File: src/core/aimr_pkg.sv
// constants for the alarm flag and mode register slice
// assumes an 8-bit host register bus on the symbol clock
package aimr_pkg;
	localparam int          AIMR_AW          = 8;
	localparam int          AIMR_DW          = 8;
	localparam int          AIMR_NFLAG       = 4;
	localparam int          AIMR_METER_W     = 16;
	localparam int          AIMR_LOCK_W      = 8;
	localparam int          AIMR_PATH_W      = 16;
	localparam int          AIMR_MAX_DELAY   = 7;
	// -------------------------------------------------------------
	// register offsets
	// -------------------------------------------------------------
	localparam logic [7:0]  AIMR_ADDR_FLAGS  = 8'h05;
	localparam logic [7:0]  AIMR_ADDR_QUAT   = 8'h06;
	localparam logic [7:0]  AIMR_ADDR_PHASE  = 8'h07;
	localparam logic [7:0]  AIMR_ADDR_LIN    = 8'h08;
	localparam logic [7:0]  AIMR_ADDR_NL     = 8'h09;
	// -------------------------------------------------------------
	// field positions
	// -------------------------------------------------------------
	localparam int          AIMR_FLG_SNR     = 0;
	localparam int          AIMR_FLG_LOW     = 1;
	localparam int          AIMR_FLG_HIGH    = 2;
	localparam int          AIMR_FLG_SYNC    = 3;
	localparam int          AIMR_Q_TPOL      = 4;
	localparam int          AIMR_Q_RPOL      = 3;
	localparam int          AIMR_Q_STAG      = 2;
	localparam int          AIMR_C_DCTAP     = 5;
	localparam int          AIMR_C_ADAPT     = 4;
	localparam int          AIMR_C_ZCOEF     = 3;
	localparam int          AIMR_C_ZOUT      = 2;
	localparam int          AIMR_N_NEG       = 7;
	localparam int          AIMR_N_GAIN      = 0;
	localparam int          AIMR_N_ADAPT     = 3;
	localparam int          AIMR_N_ZCOEF     = 2;
	localparam int          AIMR_N_ZOUT      = 1;
	// -------------------------------------------------------------
	// writable bits and reset values
	// -------------------------------------------------------------
	localparam logic [7:0]  AIMR_QUAT_MASK   = 8'h1F;
	localparam logic [7:0]  AIMR_PHASE_MASK  = 8'h0F;
	localparam logic [7:0]  AIMR_LIN_MASK    = 8'h3F;
	localparam logic [7:0]  AIMR_NL_MASK     = 8'hFF;
	localparam logic [7:0]  AIMR_RST_VAL     = 8'h00;
	localparam logic [7:0]  AIMR_RD_NONE     = 8'h00;
	// gain codes as shift amounts: 1, 4, 64, 512 and 1 or 8
	localparam logic [3:0]  AIMR_SH_G1       = 4'h0;
	localparam logic [3:0]  AIMR_SH_G4       = 4'h2;
	localparam logic [3:0]  AIMR_SH_G64      = 4'h6;
	localparam logic [3:0]  AIMR_SH_G512     = 4'h9;
	localparam logic [3:0]  AIMR_SH_G8       = 4'h3;
	typedef enum logic [1:0] {
		AIMR_PAR_MASTER,
		AIMR_PAR_SLAVE,
		AIMR_SER_MAG,
		AIMR_SER_SIGN
	} aimr_port_mode_t;
endpackage

File: src/core/aimr_flag_cell.sv
// one sticky alarm flag with deferred clear
// assumes the condition input is registered on the same clock
`timescale 1ns/10ps
module aimr_flag_cell
	import aimr_pkg::*;
(
	input  wire logic clk_in,      // symbol clock
	input  wire logic arst_n_in,   // async reset, active low
	input  wire logic cond_in,     // source condition present
	input  wire logic clr_wr_in,   // host wrote zero to this flag
	output logic      flag_out,    // sticky flag
	output logic      pend_out     // clear waits for condition end
);
	typedef struct packed {
		logic flag;
		logic pend;
	} aimr_cell_t;
	aimr_cell_t st;
	aimr_cell_t next_st;

	always_comb begin
		next_st = st;
		// set wins over any clear in the same cycle
		next_st.flag = cond_in | (st.flag & ~clr_wr_in & ~st.pend);
		next_st.pend = cond_in & (st.pend | clr_wr_in);
	end

	always_ff @(posedge clk_in or negedge arst_n_in) begin
		if (!arst_n_in) begin
			st <= '0;
		end else begin
			st <= next_st;
		end
	end

	assign flag_out = st.flag;
	assign pend_out = st.pend;

	property p_cell_hold;
		@(posedge clk_in) disable iff (!arst_n_in)
		(st.flag && !clr_wr_in && !st.pend) |=> st.flag;
	endproperty
	a_cell_hold: assert property (p_cell_hold)
		else $error("flag dropped without a clear");

	property p_cell_defer;
		@(posedge clk_in) disable iff (!arst_n_in)
		(clr_wr_in && cond_in) |=> (st.flag && st.pend);
	endproperty
	a_cell_defer: assert property (p_cell_defer)
		else $error("clear while condition held was not deferred");
endmodule // aimr_flag_cell

File: src/core/aimr_quat_port.sv
// quat port timing: baud clock edge picking and mode decode
// assumes baud clock pins are asynchronous and much slower than clk_in
`timescale 1ns/10ps
module aimr_quat_port
	import aimr_pkg::*;
(
	input  wire logic       clk_in,         // symbol clock
	input  wire logic       arst_n_in,      // async reset, active low
	input  wire logic [7:0] modes_in,       // quat port modes register
	input  wire logic       tx_baud_in,     // tx baud clock pin
	input  wire logic       rx_baud_in,     // rx baud clock pin
	output logic            tx_sample_out,  // take tx_quat_pair now
	output logic            rx_update_out,  // change rx_quat_pair now
	output logic            stagger_out,    // force fifo pointers
	output logic            par_master_out, // parallel, own clock
	output logic            par_slave_out,  // parallel, baud clocks
	output logic            serial_out,     // serial lines
	output logic            sign_first_out  // serial, sign bit first
);
	typedef struct packed {
		logic [1:0] t_sync;
		logic [1:0] r_sync;
		logic       t_prev;
		logic       r_prev;
		logic       t_stb;
		logic       r_stb;
	} aimr_qp_t;
	aimr_qp_t st;
	aimr_qp_t next_st;
	aimr_port_mode_t mode;
	logic t_edge;
	logic r_edge;

	assign mode = aimr_port_mode_t'(modes_in[1:0]);

	always_comb begin
		next_st = st;
		next_st.t_sync = {st.t_sync[0], tx_baud_in};
		next_st.r_sync = {st.r_sync[0], rx_baud_in};
		next_st.t_prev = st.t_sync[1];
		next_st.r_prev = st.r_sync[1];
		next_st.t_stb  = t_edge & (mode == AIMR_PAR_SLAVE);
		next_st.r_stb  = r_edge & (mode == AIMR_PAR_SLAVE);
	end

	// polarity one picks the falling edge, zero the rising edge
	assign t_edge = modes_in[AIMR_Q_TPOL] ?
		(st.t_prev & ~st.t_sync[1]) : (~st.t_prev & st.t_sync[1]);
	assign r_edge = modes_in[AIMR_Q_RPOL] ?
		(st.r_prev & ~st.r_sync[1]) : (~st.r_prev & st.r_sync[1]);

	always_ff @(posedge clk_in or negedge arst_n_in) begin
		if (!arst_n_in) begin
			st <= '0;
		end else begin
			st <= next_st;
		end
	end

	assign tx_sample_out  = st.t_stb;
	assign rx_update_out  = st.r_stb;
	// stagger only means something with slave baud clocks
	assign stagger_out    = modes_in[AIMR_Q_STAG] &
		(mode == AIMR_PAR_SLAVE);
	assign par_master_out = (mode == AIMR_PAR_MASTER);
	assign par_slave_out  = (mode == AIMR_PAR_SLAVE);
	assign serial_out     = (mode == AIMR_SER_MAG) |
		(mode == AIMR_SER_SIGN);
	assign sign_first_out = (mode == AIMR_SER_SIGN);

	property p_qp_slave_only;
		@(posedge clk_in) disable iff (!arst_n_in)
		(tx_sample_out || rx_update_out) |-> $past(par_slave_out);
	endproperty
	a_qp_slave_only: assert property (p_qp_slave_only)
		else $error("baud strobe outside parallel slave mode");
endmodule // aimr_quat_port

File: src/core/aimr_top.sv
// alarm flag and mode register slice of the transceiver register bank
// assumes a host bus already synchronous to clk_in and single-cycle
// read and write strobes; meters and thresholds come from logic on clk_in
// Contract
// - each flag sets on a valid source condition, stays set until cleared
// - writing zero clears a flag at once when its condition has ended
// - writing zero while condition holds: flag stays, clears when it ends
// - interrupt goes active on unmasked flag, inactive when none remain
// - mask one hides a flag; unmasking an active flag raises interrupt
// - sync flag: detector enabled and match count above lock threshold
// - high alarm: far-end meter strictly above high threshold
// - low alarm: far-end meter strictly below low threshold
// - noise alarm: ratio meter strictly above its threshold
// - slave mode tx quats sampled on baud edge picked by bit 4
// - slave mode rx quats change on baud edge picked by bit 3
// - slave mode bit 2 forces fifo pointers to staggered position
// - mode 00 parallel on own clock, 01 parallel on baud clocks
// - modes 10, 11 serial; 10 magnitude first, 11 sign first
// - phase field delays adc sample by sixteenths of a symbol period
// - bit 5 feeds plus one into last tap, else oldest tx sample
// - adapt bit enables coefficient updates, clear freezes them
// - clear bit holds all coefficients at zero while set
// - blanking bit zeros echo replica, adaptation keeps running
// - linear gain code selects 1, 4, 64 or 512
// - nonlinear adapt, clear and blank bits act like linear ones
// - nonlinear delay field inserts that many symbol delays
// - nonlinear gain bit makes gain eight times higher
// - negate bit clear passes canceller output unaltered
`timescale 1ns/10ps
module aimr_top
	import aimr_pkg::*;
#(
	parameter int METER_W = AIMR_METER_W,
	parameter int LOCK_W  = AIMR_LOCK_W,
	parameter int PATH_W  = AIMR_PATH_W
) (
	input  wire logic              clk_in,          // symbol clock
	input  wire logic              arst_n_in,       // async reset, low
	input  wire logic [AIMR_AW-1:0] addr_in,        // register address
	input  wire logic [AIMR_DW-1:0] wdata_in,       // write data
	input  wire logic              wr_in,           // write strobe
	input  wire logic              rd_in,           // read strobe
	output logic [AIMR_DW-1:0]     rdata_out,       // read data
	input  wire logic [3:0]        mask_in,         // flag masks, 1 hides
	output logic                   irq_n_out,       // interrupt, low
	input  wire logic              sync_en_in,      // sync detector on
	input  wire logic [LOCK_W-1:0] sync_count_in,   // match count
	input  wire logic [LOCK_W-1:0] lock_count_threshold_in, // sync limit
	input  wire logic [METER_W-1:0] fe_meter_in,    // far-end level
	input  wire logic [METER_W-1:0] fe_high_th_in,  // high threshold
	input  wire logic [METER_W-1:0] fe_low_th_in,   // low threshold
	input  wire logic [METER_W-1:0] snr_meter_in,   // noise meter
	input  wire logic [METER_W-1:0] snr_th_in,      // noise threshold
	input  wire logic              tx_baud_in,      // tx baud clock pin
	input  wire logic              rx_baud_in,      // rx baud clock pin
	output logic                   tx_sample_out,   // take tx quat
	output logic                   rx_update_out,   // update rx quat
	output logic                   fifo_stagger_out, // stagger pointers
	output logic                   par_master_out,  // mode 00
	output logic                   par_slave_out,   // mode 01
	output logic                   serial_out,      // modes 10, 11
	output logic                   sign_first_out,  // mode 11
	output logic [3:0]             adc_phase_out,   // sixteenths delay
	input  wire logic [PATH_W-1:0] oldest_tx_in,    // oldest tx sample
	output logic [PATH_W-1:0]      last_tap_out,    // linear last tap
	output logic                   lin_update_out,  // linear adapt on
	output logic                   lin_clear_out,   // linear coefs zero
	input  wire logic [PATH_W-1:0] lin_replica_in,  // linear replica
	output logic [PATH_W-1:0]      lin_replica_out, // gated replica
	output logic [3:0]             lin_gain_sh_out, // linear gain shift
	output logic                   nl_update_out,   // nonlinear adapt on
	output logic                   nl_clear_out,    // nonlinear zero
	input  wire logic [PATH_W-1:0] nl_replica_in,   // nonlinear replica
	output logic [PATH_W-1:0]      nl_replica_out,  // gated replica
	output logic [3:0]             nl_gain_sh_out,  // nonlinear shift
	input  wire logic [1:0]        tx_symbol_in,    // tx symbol
	input  wire logic              tx_symbol_vld_in, // symbol strobe
	output logic [1:0]             nl_symbol_out,   // delayed symbol
	input  wire logic [PATH_W-1:0] nl_path_in,      // path after canceller
	output logic [PATH_W-1:0]      nl_path_out      // optionally negated
);
	// -------------------------------------------------------------
	// state
	// -------------------------------------------------------------
	typedef struct packed {
		logic [7:0]                   quat;
		logic [7:0]                   phase;
		logic [7:0]                   lin;
		logic [7:0]                   nl;
		logic [3:0]                   cond;
		logic [7:0]                   rdata;
		logic [AIMR_MAX_DELAY-1:0][1:0] line;
		logic [1:0]                   sym;
		logic [PATH_W-1:0]            tap;
		logic [PATH_W-1:0]            lrep;
		logic [PATH_W-1:0]            nrep;
		logic [PATH_W-1:0]            path;
	} aimr_state_t;
	aimr_state_t st;
	aimr_state_t next_st;

	logic [3:0] flags;
	logic [3:0] pend;
	logic [3:0] clr_wr;
	logic       wr_flags;

	// -------------------------------------------------------------
	// helpers
	// -------------------------------------------------------------
	function automatic logic hit(input logic [7:0] a,
		input logic [7:0] want);
		hit = (a == want);
	endfunction

	function automatic logic [7:0] merge(input logic [7:0] data,
		input logic [7:0] wmask);
		merge = data & wmask;
	endfunction

	function automatic logic [3:0] lin_gain(input logic [1:0] code);
		case (code)
			2'h0:    lin_gain = AIMR_SH_G1;
			2'h1:    lin_gain = AIMR_SH_G4;
			2'h2:    lin_gain = AIMR_SH_G64;
			default: lin_gain = AIMR_SH_G512;
		endcase
	endfunction

	// a set clear bit overrides adapt so coefficients stay at zero
	function automatic logic upd(input logic [7:0] r);
		upd = r[AIMR_C_ADAPT] & ~r[AIMR_C_ZCOEF];
	endfunction

	assign wr_flags = wr_in & hit(addr_in, AIMR_ADDR_FLAGS);
	assign clr_wr   = {4{wr_flags}} & ~wdata_in[3:0];

	// -------------------------------------------------------------
	// next state
	// -------------------------------------------------------------
	always_comb begin
		next_st = st;
		if (wr_in) begin
			if (hit(addr_in, AIMR_ADDR_QUAT)) begin
				next_st.quat = merge(wdata_in, AIMR_QUAT_MASK);
			end
			if (hit(addr_in, AIMR_ADDR_PHASE)) begin
				next_st.phase = merge(wdata_in, AIMR_PHASE_MASK);
			end
			if (hit(addr_in, AIMR_ADDR_LIN)) begin
				next_st.lin = merge(wdata_in, AIMR_LIN_MASK);
			end
			if (hit(addr_in, AIMR_ADDR_NL)) begin
				next_st.nl = merge(wdata_in, AIMR_NL_MASK);
			end
		end
		// conditions are registered so the flag cells see clean levels
		next_st.cond[AIMR_FLG_SYNC] = sync_en_in &
			(sync_count_in > lock_count_threshold_in);
		next_st.cond[AIMR_FLG_HIGH] = fe_meter_in > fe_high_th_in;
		next_st.cond[AIMR_FLG_LOW]  = fe_meter_in < fe_low_th_in;
		next_st.cond[AIMR_FLG_SNR]  = snr_meter_in > snr_th_in;
		if (rd_in) begin
			case (addr_in)
				AIMR_ADDR_FLAGS: next_st.rdata = {4'h0, flags};
				AIMR_ADDR_QUAT:  next_st.rdata = st.quat;
				AIMR_ADDR_PHASE: next_st.rdata = st.phase;
				AIMR_ADDR_LIN:   next_st.rdata = st.lin;
				AIMR_ADDR_NL:    next_st.rdata = st.nl;
				default:         next_st.rdata = AIMR_RD_NONE;
			endcase
		end
		if (tx_symbol_vld_in) begin
			next_st.line = {st.line[AIMR_MAX_DELAY-2:0], tx_symbol_in};
		end
		// delay zero takes the current symbol straight through
		if (st.nl[6:4] == 3'h0) begin
			next_st.sym = tx_symbol_in;
		end else begin
			next_st.sym = st.line[st.nl[6:4] - 3'h1];
		end
		next_st.tap = st.lin[AIMR_C_DCTAP] ?
			PATH_W'(1) : oldest_tx_in;
		next_st.lrep = st.lin[AIMR_C_ZOUT] ?
			'0 : lin_replica_in;
		next_st.nrep = st.nl[AIMR_N_ZOUT] ?
			'0 : nl_replica_in;
		next_st.path = st.nl[AIMR_N_NEG] ?
			(~nl_path_in + PATH_W'(1)) : nl_path_in;
	end

	always_ff @(posedge clk_in or negedge arst_n_in) begin
		if (!arst_n_in) begin
			st       <= '0;
			st.quat  <= AIMR_RST_VAL;
			st.phase <= AIMR_RST_VAL;
			st.lin   <= AIMR_RST_VAL;
			st.nl    <= AIMR_RST_VAL;
		end else begin
			st <= next_st;
		end
	end

	// -------------------------------------------------------------
	// alarm flags
	// -------------------------------------------------------------
	for (genvar i = 0; i < AIMR_NFLAG; i++) begin : g_flag
		aimr_flag_cell u_cell (
			.clk_in    (clk_in),
			.arst_n_in (arst_n_in),
			.cond_in   (st.cond[i]),
			.clr_wr_in (clr_wr[i]),
			.flag_out  (flags[i]),
			.pend_out  (pend[i])
		);
	end

	// combinational so a mask change acts in the same cycle
	assign irq_n_out = ~|(flags & ~mask_in);

	// -------------------------------------------------------------
	// quat port
	// -------------------------------------------------------------
	aimr_quat_port u_port (
		.clk_in         (clk_in),
		.arst_n_in      (arst_n_in),
		.modes_in       (st.quat),
		.tx_baud_in     (tx_baud_in),
		.rx_baud_in     (rx_baud_in),
		.tx_sample_out  (tx_sample_out),
		.rx_update_out  (rx_update_out),
		.stagger_out    (fifo_stagger_out),
		.par_master_out (par_master_out),
		.par_slave_out  (par_slave_out),
		.serial_out     (serial_out),
		.sign_first_out (sign_first_out)
	);

	// -------------------------------------------------------------
	// outputs
	// -------------------------------------------------------------
	assign rdata_out       = st.rdata;
	assign adc_phase_out   = st.phase[3:0];
	assign last_tap_out    = st.tap;
	assign lin_update_out  = upd(st.lin);
	assign lin_clear_out   = st.lin[AIMR_C_ZCOEF];
	assign lin_replica_out = st.lrep;
	assign lin_gain_sh_out = lin_gain(st.lin[1:0]);
	// nonlinear control bits sit one place lower than the linear ones
	assign nl_update_out   = st.nl[AIMR_N_ADAPT] &
		~st.nl[AIMR_N_ZCOEF];
	assign nl_clear_out    = st.nl[AIMR_N_ZCOEF];
	assign nl_replica_out  = st.nrep;
	assign nl_gain_sh_out  = st.nl[AIMR_N_GAIN] ?
		AIMR_SH_G8 : AIMR_SH_G1;
	assign nl_symbol_out   = st.sym;
	assign nl_path_out     = st.path;

	// -------------------------------------------------------------
	// checks
	// -------------------------------------------------------------
	property p_set;
		@(posedge clk_in) disable iff (!arst_n_in)
		st.cond[AIMR_FLG_HIGH] |=> flags[AIMR_FLG_HIGH];
	endproperty
	a_set: assert property (p_set)
		else $error("high alarm flag not set");

	property p_clear_now;
		@(posedge clk_in) disable iff (!arst_n_in)
		(clr_wr[0] && !st.cond[0] && !pend[0]) |=> !flags[0];
	endproperty
	a_clear_now: assert property (p_clear_now)
		else $error("flag not cleared on write zero");

	property p_clear_late;
		@(posedge clk_in) disable iff (!arst_n_in)
		(pend[1] && !st.cond[1]) |=> !flags[1];
	endproperty
	a_clear_late: assert property (p_clear_late)
		else $error("deferred clear did not happen");

	property p_irq;
		@(posedge clk_in) disable iff (!arst_n_in)
		(|(flags & ~mask_in)) == !irq_n_out;
	endproperty
	a_irq: assert property (p_irq)
		else $error("interrupt level wrong");

	property p_unmask;
		@(posedge clk_in) disable iff (!arst_n_in)
		(flags[0] && $fell(mask_in[0])) |-> !irq_n_out;
	endproperty
	a_unmask: assert property (p_unmask)
		else $error("unmask did not raise interrupt");

	property p_sync;
		@(posedge clk_in) disable iff (!arst_n_in)
		(sync_en_in && sync_count_in > lock_count_threshold_in)
			|=> ##1 flags[AIMR_FLG_SYNC];
	endproperty
	a_sync: assert property (p_sync)
		else $error("sync flag missing");

	property p_low;
		@(posedge clk_in) disable iff (!arst_n_in)
		(fe_meter_in < fe_low_th_in) |=> ##1 flags[AIMR_FLG_LOW];
	endproperty
	a_low: assert property (p_low)
		else $error("low alarm flag missing");

	property p_snr;
		@(posedge clk_in) disable iff (!arst_n_in)
		(snr_meter_in > snr_th_in) |=> ##1 flags[AIMR_FLG_SNR];
	endproperty
	a_snr: assert property (p_snr)
		else $error("noise alarm flag missing");

	property p_blank;
		@(posedge clk_in) disable iff (!arst_n_in)
		st.lin[AIMR_C_ZOUT] |=> (lin_replica_out == '0);
	endproperty
	a_blank: assert property (p_blank)
		else $error("replica not blanked");

	property p_nblank;
		@(posedge clk_in) disable iff (!arst_n_in)
		st.nl[AIMR_N_ZOUT] |=> (nl_replica_out == '0);
	endproperty
	a_nblank: assert property (p_nblank)
		else $error("nonlinear replica not blanked");

	property p_zcoef;
		@(posedge clk_in) disable iff (!arst_n_in)
		lin_clear_out |-> !lin_update_out;
	endproperty
	a_zcoef: assert property (p_zcoef)
		else $error("update while coefficients held at zero");

	property p_pass;
		@(posedge clk_in) disable iff (!arst_n_in)
		!st.nl[AIMR_N_NEG] |=> (nl_path_out == $past(nl_path_in));
	endproperty
	a_pass: assert property (p_pass)
		else $error("path altered with negate clear");
endmodule // aimr_top

File: config.mk
export PLATFORM = sky130hd
export DESIGN_NAME = aimr_top
export DESIGN_NICKNAME = d
export VERILOG_FILES = /design/src/core/aimr_pkg.sv /design/src/core/aimr_flag_cell.sv /design/src/core/aimr_quat_port.sv /design/src/core/aimr_top.sv
export SDC_FILE = /design/constraint.sdc
export NUM_CORES = 1
export LEC_CHECK = 0
export ABC_AREA = 1
export BUFFER_PORTS_ARGS = -buffer_cell sky130_fd_sc_hd__buf_2
export CORE_AREA = 5 5 98 191
export CTS_CLUSTER_SIZE = 20
export DETAILED_ROUTE_END_ITERATION = 8
export DIE_AREA = 0 0 103 196
export PLACE_DENSITY = 0.76
export SLEW_MARGIN = 20
export SYNTH_ARGS = -nofsm -noshare
export SYNTH_HDL_FRONTEND = slang
export SYNTH_SLANG_ARGS = --single-unit
File: constraint.sdc
create_clock -name clk_in -period 1.3 [get_ports clk_in]
set_input_delay 0.195 -clock clk_in [delete_from_list [all_inputs] [get_ports clk_in]]
set_output_delay 0.195 -clock clk_in [all_outputs]
set_load 0.01 [all_outputs]
== Word level (Yosys, flattened, before mapping) ==
Index checks and enable logic that the tools add are counted.

* Register bits after elaboration: 131
* Bits in latches: 0
* Bits in writable memories: 0
* ROM bits: 0
* Bits of input ports: 190
* Output and inout bits: 98
* Word-level logic and storage cells: 121
* Memories: 0

* $add $sub $neg: 2
* Multipliers: 0
* Div/mod/pow operators: 0
* $lt $le $gt $ge: 5
* Equal/unequal tests: 10
* Shift-type cells: 0
* Mux-type cells: 12
* Bitwise gates (word level): 51
* Reduce and logical (&&, ||, !) cells: 9

{| class="wikitable"
|+ Operators by type and width
! cell !! number
|-
| 2-to-1 mux 16 bit || 4
|-
| case mux 8 bit (5 select lines) || 1
|-
| > comparator 16 bit || 2
|-
| equality test 8 x 3 -> 1 bit (second input constant) || 3
|-
| bitwise AND 1 bit || 23
|-
| adder 16 x 1 -> 16 bit (second input constant) || 1
|-
| equality test 8 x 4 -> 1 bit (second input constant) || 2
|-
| less-than comparator 16 bit || 1
|-
| NOT 16 bit || 1
|-
| NOT 1 bit || 14
|-
| case mux 4 bit (3 select lines) || 1
|-
| OR 1 bit || 9
|-
| bitwise AND 4 bit || 2
|-
| > comparator 8 bit || 1
|-
| NOT 4 bit || 2
|-
| AND reduction 2 bit || 4
|-
| binary-select mux 2 bit (select 3 bit) || 1
|-
| equality test 2 bit (second input constant) || 3
|-
| 2-to-1 mux 2 bit || 3
|-
| equality test 2 x 1 -> 1 bit (second input constant) || 2
|-
| logical NOT 2 bit || 2
|-
| less-than comparator 3 x 4 -> 1 bit (second input constant) || 1
|-
| OR reduction 4 bit || 1
|-
| logical NOT 3 bit || 1
|-
| 3 further kinds || 4
|}

== Longest topological paths before layout ==
Gate-level depths: netlist (run 1).

* Depth after elaboration: 7
* Gate-level depth with buffers: 11
* Gate-level depth less buffers: 11

== Modules after synthesis ==
A second synthesis (run 1) with hierarchy kept.

* Cells, all modules: 924
* Area total of the unflattened synthesis: 7534.7 sq um

{| class="wikitable"
|+ Modules (own cells, without submodules)
! module !! instances !! cells each !! area each (sq um) !! sequential area each (sq um)
|-
| aimr_top || 1 || 865 || 6956.7 || 2877.8
|-
| aimr_quat_port || 1 || 31 || 292.8 || 200.2
|-
| aimr_flag_cell || 4 || 7 || 71.3 || 50.0
|}

== Worst setup path before layout (run 1) ==
OpenSTA, ideal clock, no wires.

* Kind: register to register
* Start point: register st[96] in the netlist's numbering
* End point: register st, in the netlist nl_symbol_out[0]
* Library setup time: 0.124 ns
* Arrival: 1.208 ns
* Required time: 1.176 ns
* Path slack: -0.032 ns
* Cell stages (with the launch flop): 8
* Path buffers: 0
* Clock period less this slack: 1.332 ns
* Path through: dfrtp_1 -> inv_1 -> ha_1 -> inv_1 -> nand3_1 -> nand2_1 -> o211ai_1 -> nand2_1

{| class="wikitable"
|+ RTL lines
! what !! line !! text
|-
| start: declaration || aimr_top.sv:99 || <nowiki>aimr_state_t st;</nowiki>
|-
| start signal: assignment || aimr_top.sv:199 || <nowiki>st <= next_st;</nowiki>
|}

== Worst setup path in the final report (run 1) ==
* Start point: register g_flag[0].u_cell.st, in the netlist g_flag[0].u_cell.flag_out
* End point: output port irq_n_out

* Cells in the longest elaborated chain, start to end: 3

{| class="wikitable"
|+ Ends and longest elaborated chain
! what !! line !! text
|-
| start: declaration || aimr_flag_cell.sv:18 || <nowiki>aimr_cell_t st;</nowiki>
|-
| start signal: assignment || aimr_flag_cell.sv:32 || <nowiki>st <= next_st;</nowiki>
|-
| bitwise AND 4 bit || aimr_top.sv:218 || <nowiki>assign irq_n_out = ~|(flags & ~mask_in);</nowiki>
|-
| OR reduction 4 bit || aimr_top.sv:218 ||
|-
| logical NOT 1 bit || aimr_top.sv:218 ||
|-
| end: declaration || aimr_top.sv:45 || <nowiki>output logic irq_n_out,</nowiki>
|}

No other way between the ends.

==> flow_metrics.env, run 1 <==
export IMPL_status="finished, violations left"
export IMPL_violations="negative setup slack"
export IMPL_insertion_delay_ns=0.42
export IMPL_p_sw_mw=2.86
export IMPL_rsz0062_at_grt="true"
export IMPL_die_w_microns=103
export IMPL_power_density_nw_per_um2=1130
export IMPL_ys_types=31
export IMPL_num_rows=68
export IMPL_drcViolationCount=0
export IMPL_period_share_pct=116
export IMPL_crit_path_end_kind="output pin"
export IMPL_max_freq_ghz=0.663
export IMPL_fp_dieH_microns=196
export IMPL_via_per_inst=4.61
export IMPL_crit_required_ns=1.11
export IMPL_ys_warn_count=0
export IMPL_p_seq_share_pct=38.9
export IMPL_vias=6689
export IMPL_finalMaxSlewViolations=0
export IMPL_gp_congestion=0.892
export IMPL_coreArea_sq_um=17200
export IMPL_fin_skew_ns=0.00689
export IMPL_diodes=0
export IMPL_antenna_found_initial=1
export IMPL_syn2layout_area_growth_pct=36.6
export IMPL_die_area_sq_um=20200
export IMPL_hp_class="in -> reg"
export IMPL_clock_root_buffer="clkbuf_16"
export IMPL_drtIter0Drc=212
export IMPL_clock_power_share_pct=44.2
export IMPL_overflow=0
export IMPL_initial_utilization_pct=43.5
export IMPL_netlist_area_sq_um=7480
export IMPL_hold_viol_final=0
export IMPL_routed_wl_mm=20.0
export IMPL_drt_first_pass_iters=4
export IMPL_clk_pin_slew_worst_paths_ns=0.06
export IMPL_ys_seq_elements=131
export IMPL_final_nets=1479
export IMPL_clock_path_buffers=2
export IMPL_cp_arrival_ns=1.31
export IMPL_comb_power_share_pct=16.9
export IMPL_ioPinCount=288
export IMPL_maxCapViolCount=0
export IMPL_final_cell_area_sq_um=10200
export IMPL_fin_setup_tns_ns=-0.891
export IMPL_crit_path_max_fanout=2
export IMPL_avgSynthCellArea_sq_um=8.10
export IMPL_wl_per_cell_microns=13.8
export IMPL_detailed_place_hpwl_mm=15.7
export IMPL_drive_gt1_share_pct=31.9
export IMPL_syn_inst=924
export IMPL_grt_pass1_vias=7141
export IMPL_io_buffers=285
export IMPL_p_sw_share_pct=24.7
export IMPL_synth_seq_area_share_pct=43.8
export IMPL_vdd_drop_max_mv=0.751
export IMPL_p_int_mw=8.72
export IMPL_criticalPathCategory="reg -> out"
export IMPL_layout_min_cycle_time_ns=1.51
export IMPL_drtAntennaViolNets=0
export IMPL_cts_htree_levels=4
export IMPL_finalWorstSetupSlack_ns=-0.209
export IMPL_static_leakage_power_nw=5.90
export IMPL_cp_start_kind="flip-flop"
export IMPL_setup_viol=9
export IMPL_cts_tree="yes"
export IMPL_grt_pass1_wl_mm=31.4
export IMPL_clock_sinks=131
export IMPL_grt_usage_pct=19.8
export IMPL_grt_max_degree=39
export IMPL_cts_made_buffers=17
export IMPL_place_area_sq_um=8770
[metrics by stage]
| stage | setup slack, ns | cells | total power, mW | utilization [%] | hold slack (ns) |
|---|---|---|---|---|---|
| floorplan | 0.0411 | 925 | 5.62 | - | -0.101 |
| global placement | -0.00447 | 1349 | 6.23 | 51.0 | 0.0558 |
| detailed placement | -0.0487 | 1349 | 6.28 | 51.0 | 0.0538 |
| CTS | -0.237 | 1450 | 11.7 | 59.0 | 0.000221 |
| global route | -0.293 | 1452 | 12.1 | 59.5 | 0.0110 |
| finish | -0.209 | 1452 | 11.6 | 59.5 | 0.0181 |
[area by class of cell]
type | instances | area, sq um
fillers | 1458 | 6960
flip-flops and latches | 131 | 3280
multi-input cells | 506 | 2900
repair buffers | 386 | 2440
inverters | 187 | 704
clock buffers | 22 | 454
well taps | 210 | 263
clock inverters | 10 | 180
[Yosys cell counts]
cell	number	area, sq um
nand3_1	46	230
o21ai_1	1	5.00
nand4_1	8	50.1
clkbuf_1	12	45.0
o21ai_0	30	150
conb_1	1	3.75
o211ai_1	4	30.0
ha_1	60	751
nand2_1	162	608
o21a_1	5	37.5
o22ai_1	2	12.5
nand3b_1	1	7.51
nand2_2	4	25.0
or2_2	2	12.5
xor2_1	7	61.3
inv_2	3	11.3
nor2_1	104	390
nor3_1	3	15.0
a21o_1	2	15.0
a221oi_1	1	8.76
a21oi_1	47	235
nor4_4	2	42.5
o21ai_2	4	35.0
o31ai_1	2	15.0
nor2_2	3	18.8
dfrtp_1	131	3280
xnor2_1	4	35.0
inv_1	184	691
buf_4	85	638
buf_2	3	15.0
buf_6	1	11.3
[cells by family (layout without fill, tap and decap cells)]
logic type / after synthesis / count (layout) / share of synthesized area, %
AND/OR/NAND/NOR: 335 / 335 / 18.7
flip-flops: 131 / 131 / 43.8
buffers and inverters: 288 / 605 / 18.9
AO/OA/AOI/OAI: 98 / 98 / 7.27
XOR/XNOR: 11 / 11 / 1.29
adder cells (fa/ha/maj): 60 / 60 / 10.0
other: 1 / 2 / 0.0501
[worst max-delay path: stages, from the launching register on]
cell and delay [ns]:
dfrtp_1 0.40, inv_1 0.07, o22ai_1 0.07, a221oi_1 0.19
buf_2 0.18
[cell usage in the layout (no fill, tap or decap), types with 2 or more instances in the layout]
cell	count
nand3_1	44
dfrtp_1	129
nor2_4	2
dfrtp_2	2
inv_2	10
a21oi_1	46
ha_4	4
o21a_1	5
or2_2	2
o211ai_1	4
nor2_1	102
conb_1	2
ha_1	56
nor3_1	2
inv_1	176
o21ai_0	26
o31ai_1	2
o21ai_2	4
nand2_1	161
bufinv_16	5
clkbuf_16	17
o22ai_1	2
buf_12	4
nand2_2	5
buf_4	37
a21o_1	2
nor2_2	3
buf_2	277
nand3_2	2
clkinvlp_4	2
buf_6	10
o21ai_1	5
xor2_1	7
nor4_4	2
xnor2_1	3
clkbuf_1	4
clkinv_2	3
nand4_1	8
dlygate4sd3_1	58
[state kept, by name, summed over array words and instances (netlist names), 2 cells and up]
| signal | count |
|---|---|
| g_flag.u_cell.flag_out | 4 |
| lin_replica_out | 16 |
| nl_replica_out | 16 |
| u_port.next_st | 4 |
| rdata_out | 8 |
| st | 35 |
| u_port.st | 2 |
| last_tap_out | 16 |
| adc_phase_out | 4 |
| nl_symbol_out | 2 |
| nl_path_out | 16 |
| g_flag.u_cell.pend_out | 4 |
[per-layer routing]
layer / global-route usage (%) / wire (microns) / vias up
li1: - / - / 3355
met1: 17.8 / 6520 / 3034
met2: 38.6 / 11300 / 250
met3: 4.27 / 1420 / 48
met4: 10.7 / 705 / 2
met5: 0 / 13 / -
[timing repair]
action                                  4_1_cts  5_1_grt
endpoints found under the setup margin       11       15
hold buffers                                 58        0
endpoints found under the hold margin       188        0
setup buffers                                11        2
gates resized for setup                      20       20
pin swaps                                     4       10
[power by group through the flow]
stage | registers [mW] | logic [mW] | clock network (mW)
after floorplan | 4.51 | 1.10 | 0
after global routing | 4.53 | 2.23 | 5.37
after global placement | 4.56 | 1.67 | 0
after CTS | 4.50 | 1.94 | 5.24
after detailed placement | 4.56 | 1.72 | 0
final | 4.50 | 1.96 | 5.12
[path summary, 6_finish.rpt]
| path | cells after the start | to | start | slack (ns) |
|---|---|---|---|---|
| hold reg to reg | 0 | u_port.next_st[2] | u_port.next_st[5] | 0.35 |
| setup / recovery | 4 | irq_n_out | g_flag[0].u_cell.flag_out | -0.21 |
| setup reg to reg | 7 | nl_symbol_out[1] | st[96] | 0.04 |
| max in group asynchronous | 3 | st[101] | arst_n_in | 0.58 |
| hold / removal | 3 | nl_symbol_out[1] | tx_symbol_in[1] | 0.02 |
| min in group asynchronous | 2 | st[120] | arst_n_in | 0.22 |
No activity file was read; power rests on OpenSTA's default activity.
==> inputs of run 2 (changes only) <==
CORE_AREA = 5 5 90 175   (was 5 5 98 191)
DIE_AREA = 0 0 95 180   (was 0 0 103 196)
PLACE_DENSITY = 0.85   (was 0.76)
clock period = 1.9 ns   (was 1.3 ns; I/O delays follow)
==> run 2 against run 1 <==
Critical endpoint is now par_slave_out; highest routed layer is now met4; count of clock-buffer cells in the layout fell by 1; the flow now finishes without violations; critical path depth down 1; die area fell by 15%.
==> flow_metrics.env, run 2 (same netlist as run 1, synthesis figures left out) <==
export IMPL_clock_power_share_pct=44.7
export IMPL_period_share_pct=88.1
export IMPL_worst_r2r_startpoint="st[97]"
export IMPL_detailed_place_hpwl_mm=15.9
export IMPL_initial_utilization_pct=52.4
export IMPL_drtAntennaViolNets=0
export IMPL_die_area_sq_um=17100
export IMPL_mostFrequentLayoutCell="buf_2"
export IMPL_clock_root_buffer="clkbuf_16"
export IMPL_grt_usage_pct=22.9
export IMPL_crit_path_end_kind="output pin"
export IMPL_p_sw_mw=1.88
export IMPL_die_w_microns=95
export IMPL_criticalPathCategory="reg -> out"
export IMPL_p_int_mw=5.75
export IMPL_p_seq_share_pct=40.4
export IMPL_largest_reg_flops=35
export IMPL_wl_per_cell_microns=14.1
export IMPL_drive_gt1_share_pct=29.5
export IMPL_cp_start_kind="flip-flop"
export IMPL_gp_congestion=0.886
export IMPL_grt_pass1_vias=6634
export IMPL_worstMarginPinSlew_ns=0.573
export IMPL_min_from="lin_replica_in[7]"
export IMPL_status="completed"
export IMPL_setup_viol=0
export IMPL_static_leakage_power_nw=5.47
export IMPL_layout_min_cycle_time_ns=1.67
export IMPL_fin_skew_ns=0.00899
export IMPL_fin_setup_tns_ns=0
export IMPL_antenna_found_initial=2
export IMPL_final_core_utilization_pct=64.5
export IMPL_top_register="st"
export IMPL_ioPinCount=288
export IMPL_crit_path_max_fanout=4
export IMPL_drt_first_pass_iters=5
export IMPL_comb_power_share_pct=14.9
export IMPL_p_sw_share_pct=24.7
export IMPL_finalMaxSlewViolations=0
export IMPL_final_nets=1390
export IMPL_fillers=1251
export IMPL_crit_required_ns=1.62
export IMPL_post_cts_setup_buffer_count=0
export IMPL_cts_made_buffers=17
export IMPL_cts_tree="yes"
export IMPL_cts_htree_levels=4
export IMPL_power_mw=7.63
export IMPL_hp_class="in -> reg"
export IMPL_drtIter0Drc=307
export IMPL_cp_arrival_ns=1.39
export IMPL_crit_start="st[116]"
export IMPL_vias=6370
export IMPL_fp_dieH_microns=180
export IMPL_clock_sinks=131
export IMPL_power_density_nw_per_um2=829
export IMPL_final_cell_mix="buf_2 (284), inv_1 (184), nand2_1 (162)"
export IMPL_clock_path_buffers=2
export IMPL_maxCapViolCount=0
export IMPL_grt_pass1_wl_mm=30.2
export IMPL_via_per_inst=4.74
export IMPL_relSlewSlack_pct=61.8
export IMPL_hold_viol_final=0
export IMPL_drcViolationCount=0
export IMPL_clk_pin_slew_worst_paths_ns=0.05
export IMPL_rsz0062_at_grt="false"
export IMPL_multi_input_area_sq_um=2800
export IMPL_insertion_delay_ns=0.41
export IMPL_vdd_drop_max_mv=0.560
export IMPL_final_seq_area_sq_um=3280
export IMPL_coreArea_sq_um=14300
export IMPL_overflow=0
export IMPL_io_buffers=285
export IMPL_syn2layout_area_growth_pct=23.0
export IMPL_max_freq_ghz=0.597
export IMPL_num_rows=62
export IMPL_routed_wl_mm=18.9
export IMPL_rrSetupSlack_ns=0.46
export IMPL_grt_max_degree=46
run 2: cell count changes in the layout (fill, tap and decap cells not counted), moves of 7 or more:
cell           delta
buf_4            -31
dlygate4sd3_1    -54
inv_1             +8
buf_2             +7
buf_6             -9
inv_2             -7
run 2: final timing paths:
path | endpoint | depth (start not counted)
worst max-delay path | par_slave_out | 3
worst min-delay path | lin_replica_out[7] | 3
worst max register to register | nl_symbol_out[1] | 7
worst min register to register | u_port.next_st[2] | 0
max in group asynchronous | st[92] | 3
min in group asynchronous | nl_symbol_out[1] | 2
run 2: final cells by class:
cell class | instances | area share [%]
antenna | 2 | 0.0544
clock buffer | 21 | 5.11
clock inverter | 9 | 1.67
inverter | 187 | 7.62
multi-input combinational | 506 | 30.4
sequential | 131 | 35.6
tap | 192 | 2.61
timing repair buffer | 297 | 16.9
run 2: critical path, cell delays in order, from the launching register on:
cell,delay [ns]
dfrtp_1,0.44
inv_1,0.11
nor2_1,0.24
buf_2,0.20
run 2: what timing repair did:
action / 4_1_cts / 5_1_grt
hold buffers: 4 / 0
resized for setup: 0 / 0
endpoints found under the hold margin: 45 / 0
run 2: stage by stage:
step | std cells | setup WS (ns) | hold slack, ns | cell area, sq um
6_report | 1345 | 0.226 | 0.0792 | 9210
4_1_cts | 1343 | 0.206 | 0.0633 | 9200
3_5_place_dp | 1309 | 0.208 | 0.238 | 8540
2_1_floorplan | 925 | 0.568 | -0.0106 | 7490
3_3_place_gp | 1309 | 0.246 | 0.233 | 8540
5_1_grt | 1345 | 0.148 | 0.0737 | 9210
run 2: metal layers:
layer	global-route usage, %	wire length [microns]	share of wire (%)
met3	6.11	1500	7.9
met4	13.2	875	4.6
met5	0	0	0
met1	20.0	5910	31
met2	44.1	10600	56
run 2: power groups by stage:
| stage | sequential (mW) | combinational, mW | clock (mW) |
|---|---|---|---|
| floorplan | 3.09 | 0.749 | 0 |
| global placement | 3.13 | 1.11 | 0 |
| detailed placement | 3.13 | 1.15 | 0 |
| CTS | 3.09 | 1.16 | 3.48 |
| global route | 3.10 | 1.31 | 3.60 |
| finish | 3.08 | 1.14 | 3.41 |
==> inputs of run 3 (changes only) <==
REMOVE_ABC_BUFFERS = 1   (was default)
==> run 3 against run 2 <==
First-iteration DRC count is 12% lower; routed wire length increased by 0.68%; sequential power hardly changed; final cell count hardly changed; flip-flop and latch count is the same; clock skew decreased by 0.0032 ns; clock power fell by 6.7%; hold slack lost 0.014 ns; critical path depth grew 1; via count up 0.55%; count of clock-buffer cells in the layout fell by 4; die area unchanged; largest cell class unchanged; highest routed layer unchanged.
==> flow_metrics.env, run 3 (same netlist as run 1, synthesis figures left out) <==
export IMPL_status="completed"
export IMPL_ioPinCount=288
export IMPL_cp_arrival_ns=1.39
export IMPL_antenna_found_initial=0
export IMPL_criticalPathCategory="reg -> out"
export IMPL_fp_dieH_microns=180
export IMPL_final_seq_area_sq_um=3280
export IMPL_syn2layout_area_growth_pct=22.3
export IMPL_power_mw=7.41
export IMPL_final_cell_mix="buf_2 (284), inv_1 (184), nand2_1 (162)"
export IMPL_crit_path_max_fanout=3
export IMPL_clock_path_buffers=2
export IMPL_crit_required_ns=1.62
export IMPL_drcViolationCount=0
export IMPL_mostFrequentLayoutCell="buf_2"
export IMPL_vdd_drop_max_mv=0.495
export IMPL_io_buffers=285
export IMPL_maxCapViolCount=0
export IMPL_post_cts_setup_buffer_count=0
export IMPL_gp_congestion=0.914
export IMPL_drt_first_pass_iters=4
export IMPL_diodes=0
export IMPL_drive_gt1_share_pct=29.7
export IMPL_hold_buffers=4
export IMPL_largest_reg_flops=35
export IMPL_die_w_microns=95
export IMPL_multi_input_area_sq_um=2800
export IMPL_final_nets=1389
export IMPL_grt_pass1_vias=6532
export IMPL_coreArea_sq_um=14300
export IMPL_cts_htree_levels=4
export IMPL_overflow=0
export IMPL_drtIter0Drc=270
export IMPL_layout_cells_non_filler=1344
export IMPL_setup_viol=0
export IMPL_crit_path_end_kind="output pin"
export IMPL_grt_pass1_wl_mm=30.2
export IMPL_top_register="st"
export IMPL_clock_sinks=131
export IMPL_clock_root_buffer="clkbuf_16"
export IMPL_place_inst=1308
export IMPL_static_leakage_power_nw=5.45
export IMPL_relSlewSlack_pct=60.7
export IMPL_rsz0062_at_grt="false"
export IMPL_place_area_sq_um=8530
export IMPL_insertion_delay_ns=0.42
export IMPL_cts_made_buffers=17
export IMPL_detailed_place_hpwl_mm=15.9
export IMPL_die_area_sq_um=17100
export IMPL_period_share_pct=88.2
export IMPL_hp_class="in -> reg"
export IMPL_via_per_inst=4.77
export IMPL_fillers=1252
export IMPL_power_density_nw_per_um2=809
export IMPL_final_cell_area_sq_um=9150
export IMPL_hold_viol_final=0
export IMPL_fin_setup_tns_ns=0
export IMPL_vias=6405
export IMPL_max_freq_ghz=0.597
export IMPL_layout_min_cycle_time_ns=1.68
export IMPL_clk_pin_slew_worst_paths_ns=0.06
export IMPL_cts_resized_gates=0
export IMPL_cts_tree="yes"
export IMPL_finalMaxSlewViolations=0
export IMPL_wl_per_cell_microns=14.2
export IMPL_drtAntennaViolNets=0
export IMPL_grt_usage_pct=22.8
export IMPL_initial_utilization_pct=52.4
export IMPL_routed_wl_mm=19.1
export IMPL_worstMarginPinSlew_ns=0.589
export IMPL_cp_start_kind="flip-flop"
export IMPL_fin_skew_ns=0.00581
export IMPL_num_rows=62
export IMPL_grt_max_degree=41
[run 3: cell count changes in the layout (fill, tap and decap cells not counted)]
cell,previous run,this run
clkbuf_1,1,0
clkinv_4,1,3
clkbuf_8,3,0
buf_4,6,5
clkinv_2,2,4
inv_6,0,4
bufinv_16,4,2
diode_2,2,0
[run 3: critical path, cell delays in order (launching register included)]
cell and delay (ns):
dfrtp_1 0.43, inv_1 0.09, o22ai_1 0.07, a221oi_1 0.21, buf_2 0.18
[run 3: routing by layer]
metal	up-vias	part of all wire, %	global-route usage, %	routed length, microns
li1	3177	-	-	-
met1	2918	31	20.6	5990
met2	264	57	44.1	10800
met3	46	7.5	6.07	1430
met4	0	4.2	11.7	793
met5	-	0	0	0
[run 3: final cells by class]
cell class	count	area share [%]
Clock buffer	17	4.65
Clock inverter	15	1.71
Inverter	187	7.67
Multi-Input combinational cell	506	30.6
Sequential cell	131	35.8
Tap cell	192	2.63
Timing Repair Buffer	296	16.9
[run 3: stage by stage]
| stage | setup slack, ns | hold slack [ns] | utilization [%] |
|---|---|---|---|
| after floorplan | 0.379 | -0.0106 | - |
| after global placement | 0.247 | 0.225 | 59.8 |
| after detailed placement | 0.151 | 0.221 | 59.8 |
| after CTS | 0.190 | 0.0507 | 64.1 |
| after global routing | 0.0961 | 0.0609 | 64.1 |
| final | 0.225 | 0.0657 | 64.1 |
[run 3: worst paths after layout]
| path | startpoint | end | slack [ns] | cells past startpoint |
|---|---|---|---|---|
| setup / recovery | g_flag[0].u_cell.flag_out | irq_n_out | 0.22 | 4 |
| hold / removal | nl_replica_in[1] | nl_replica_out[1] | 0.07 | 3 |
| setup reg to reg | st[96] | nl_symbol_out[1] | 0.45 | 7 |
| hold reg to reg | u_port.next_st[7] | u_port.next_st[3] | 0.35 | 0 |
| max in group asynchronous | arst_n_in | nl_path_out[8] | 0.98 | 3 |
| min in group asynchronous | arst_n_in | st[71] | 0.35 | 2 |
[run 3: report_power, final]
group,leakage [nW],internal (mW),switching (mW)
Combinational,3.57,0.488,0.652
Sequential,1.59,2.98,0.107
Clock,0.284,1.94,1.24
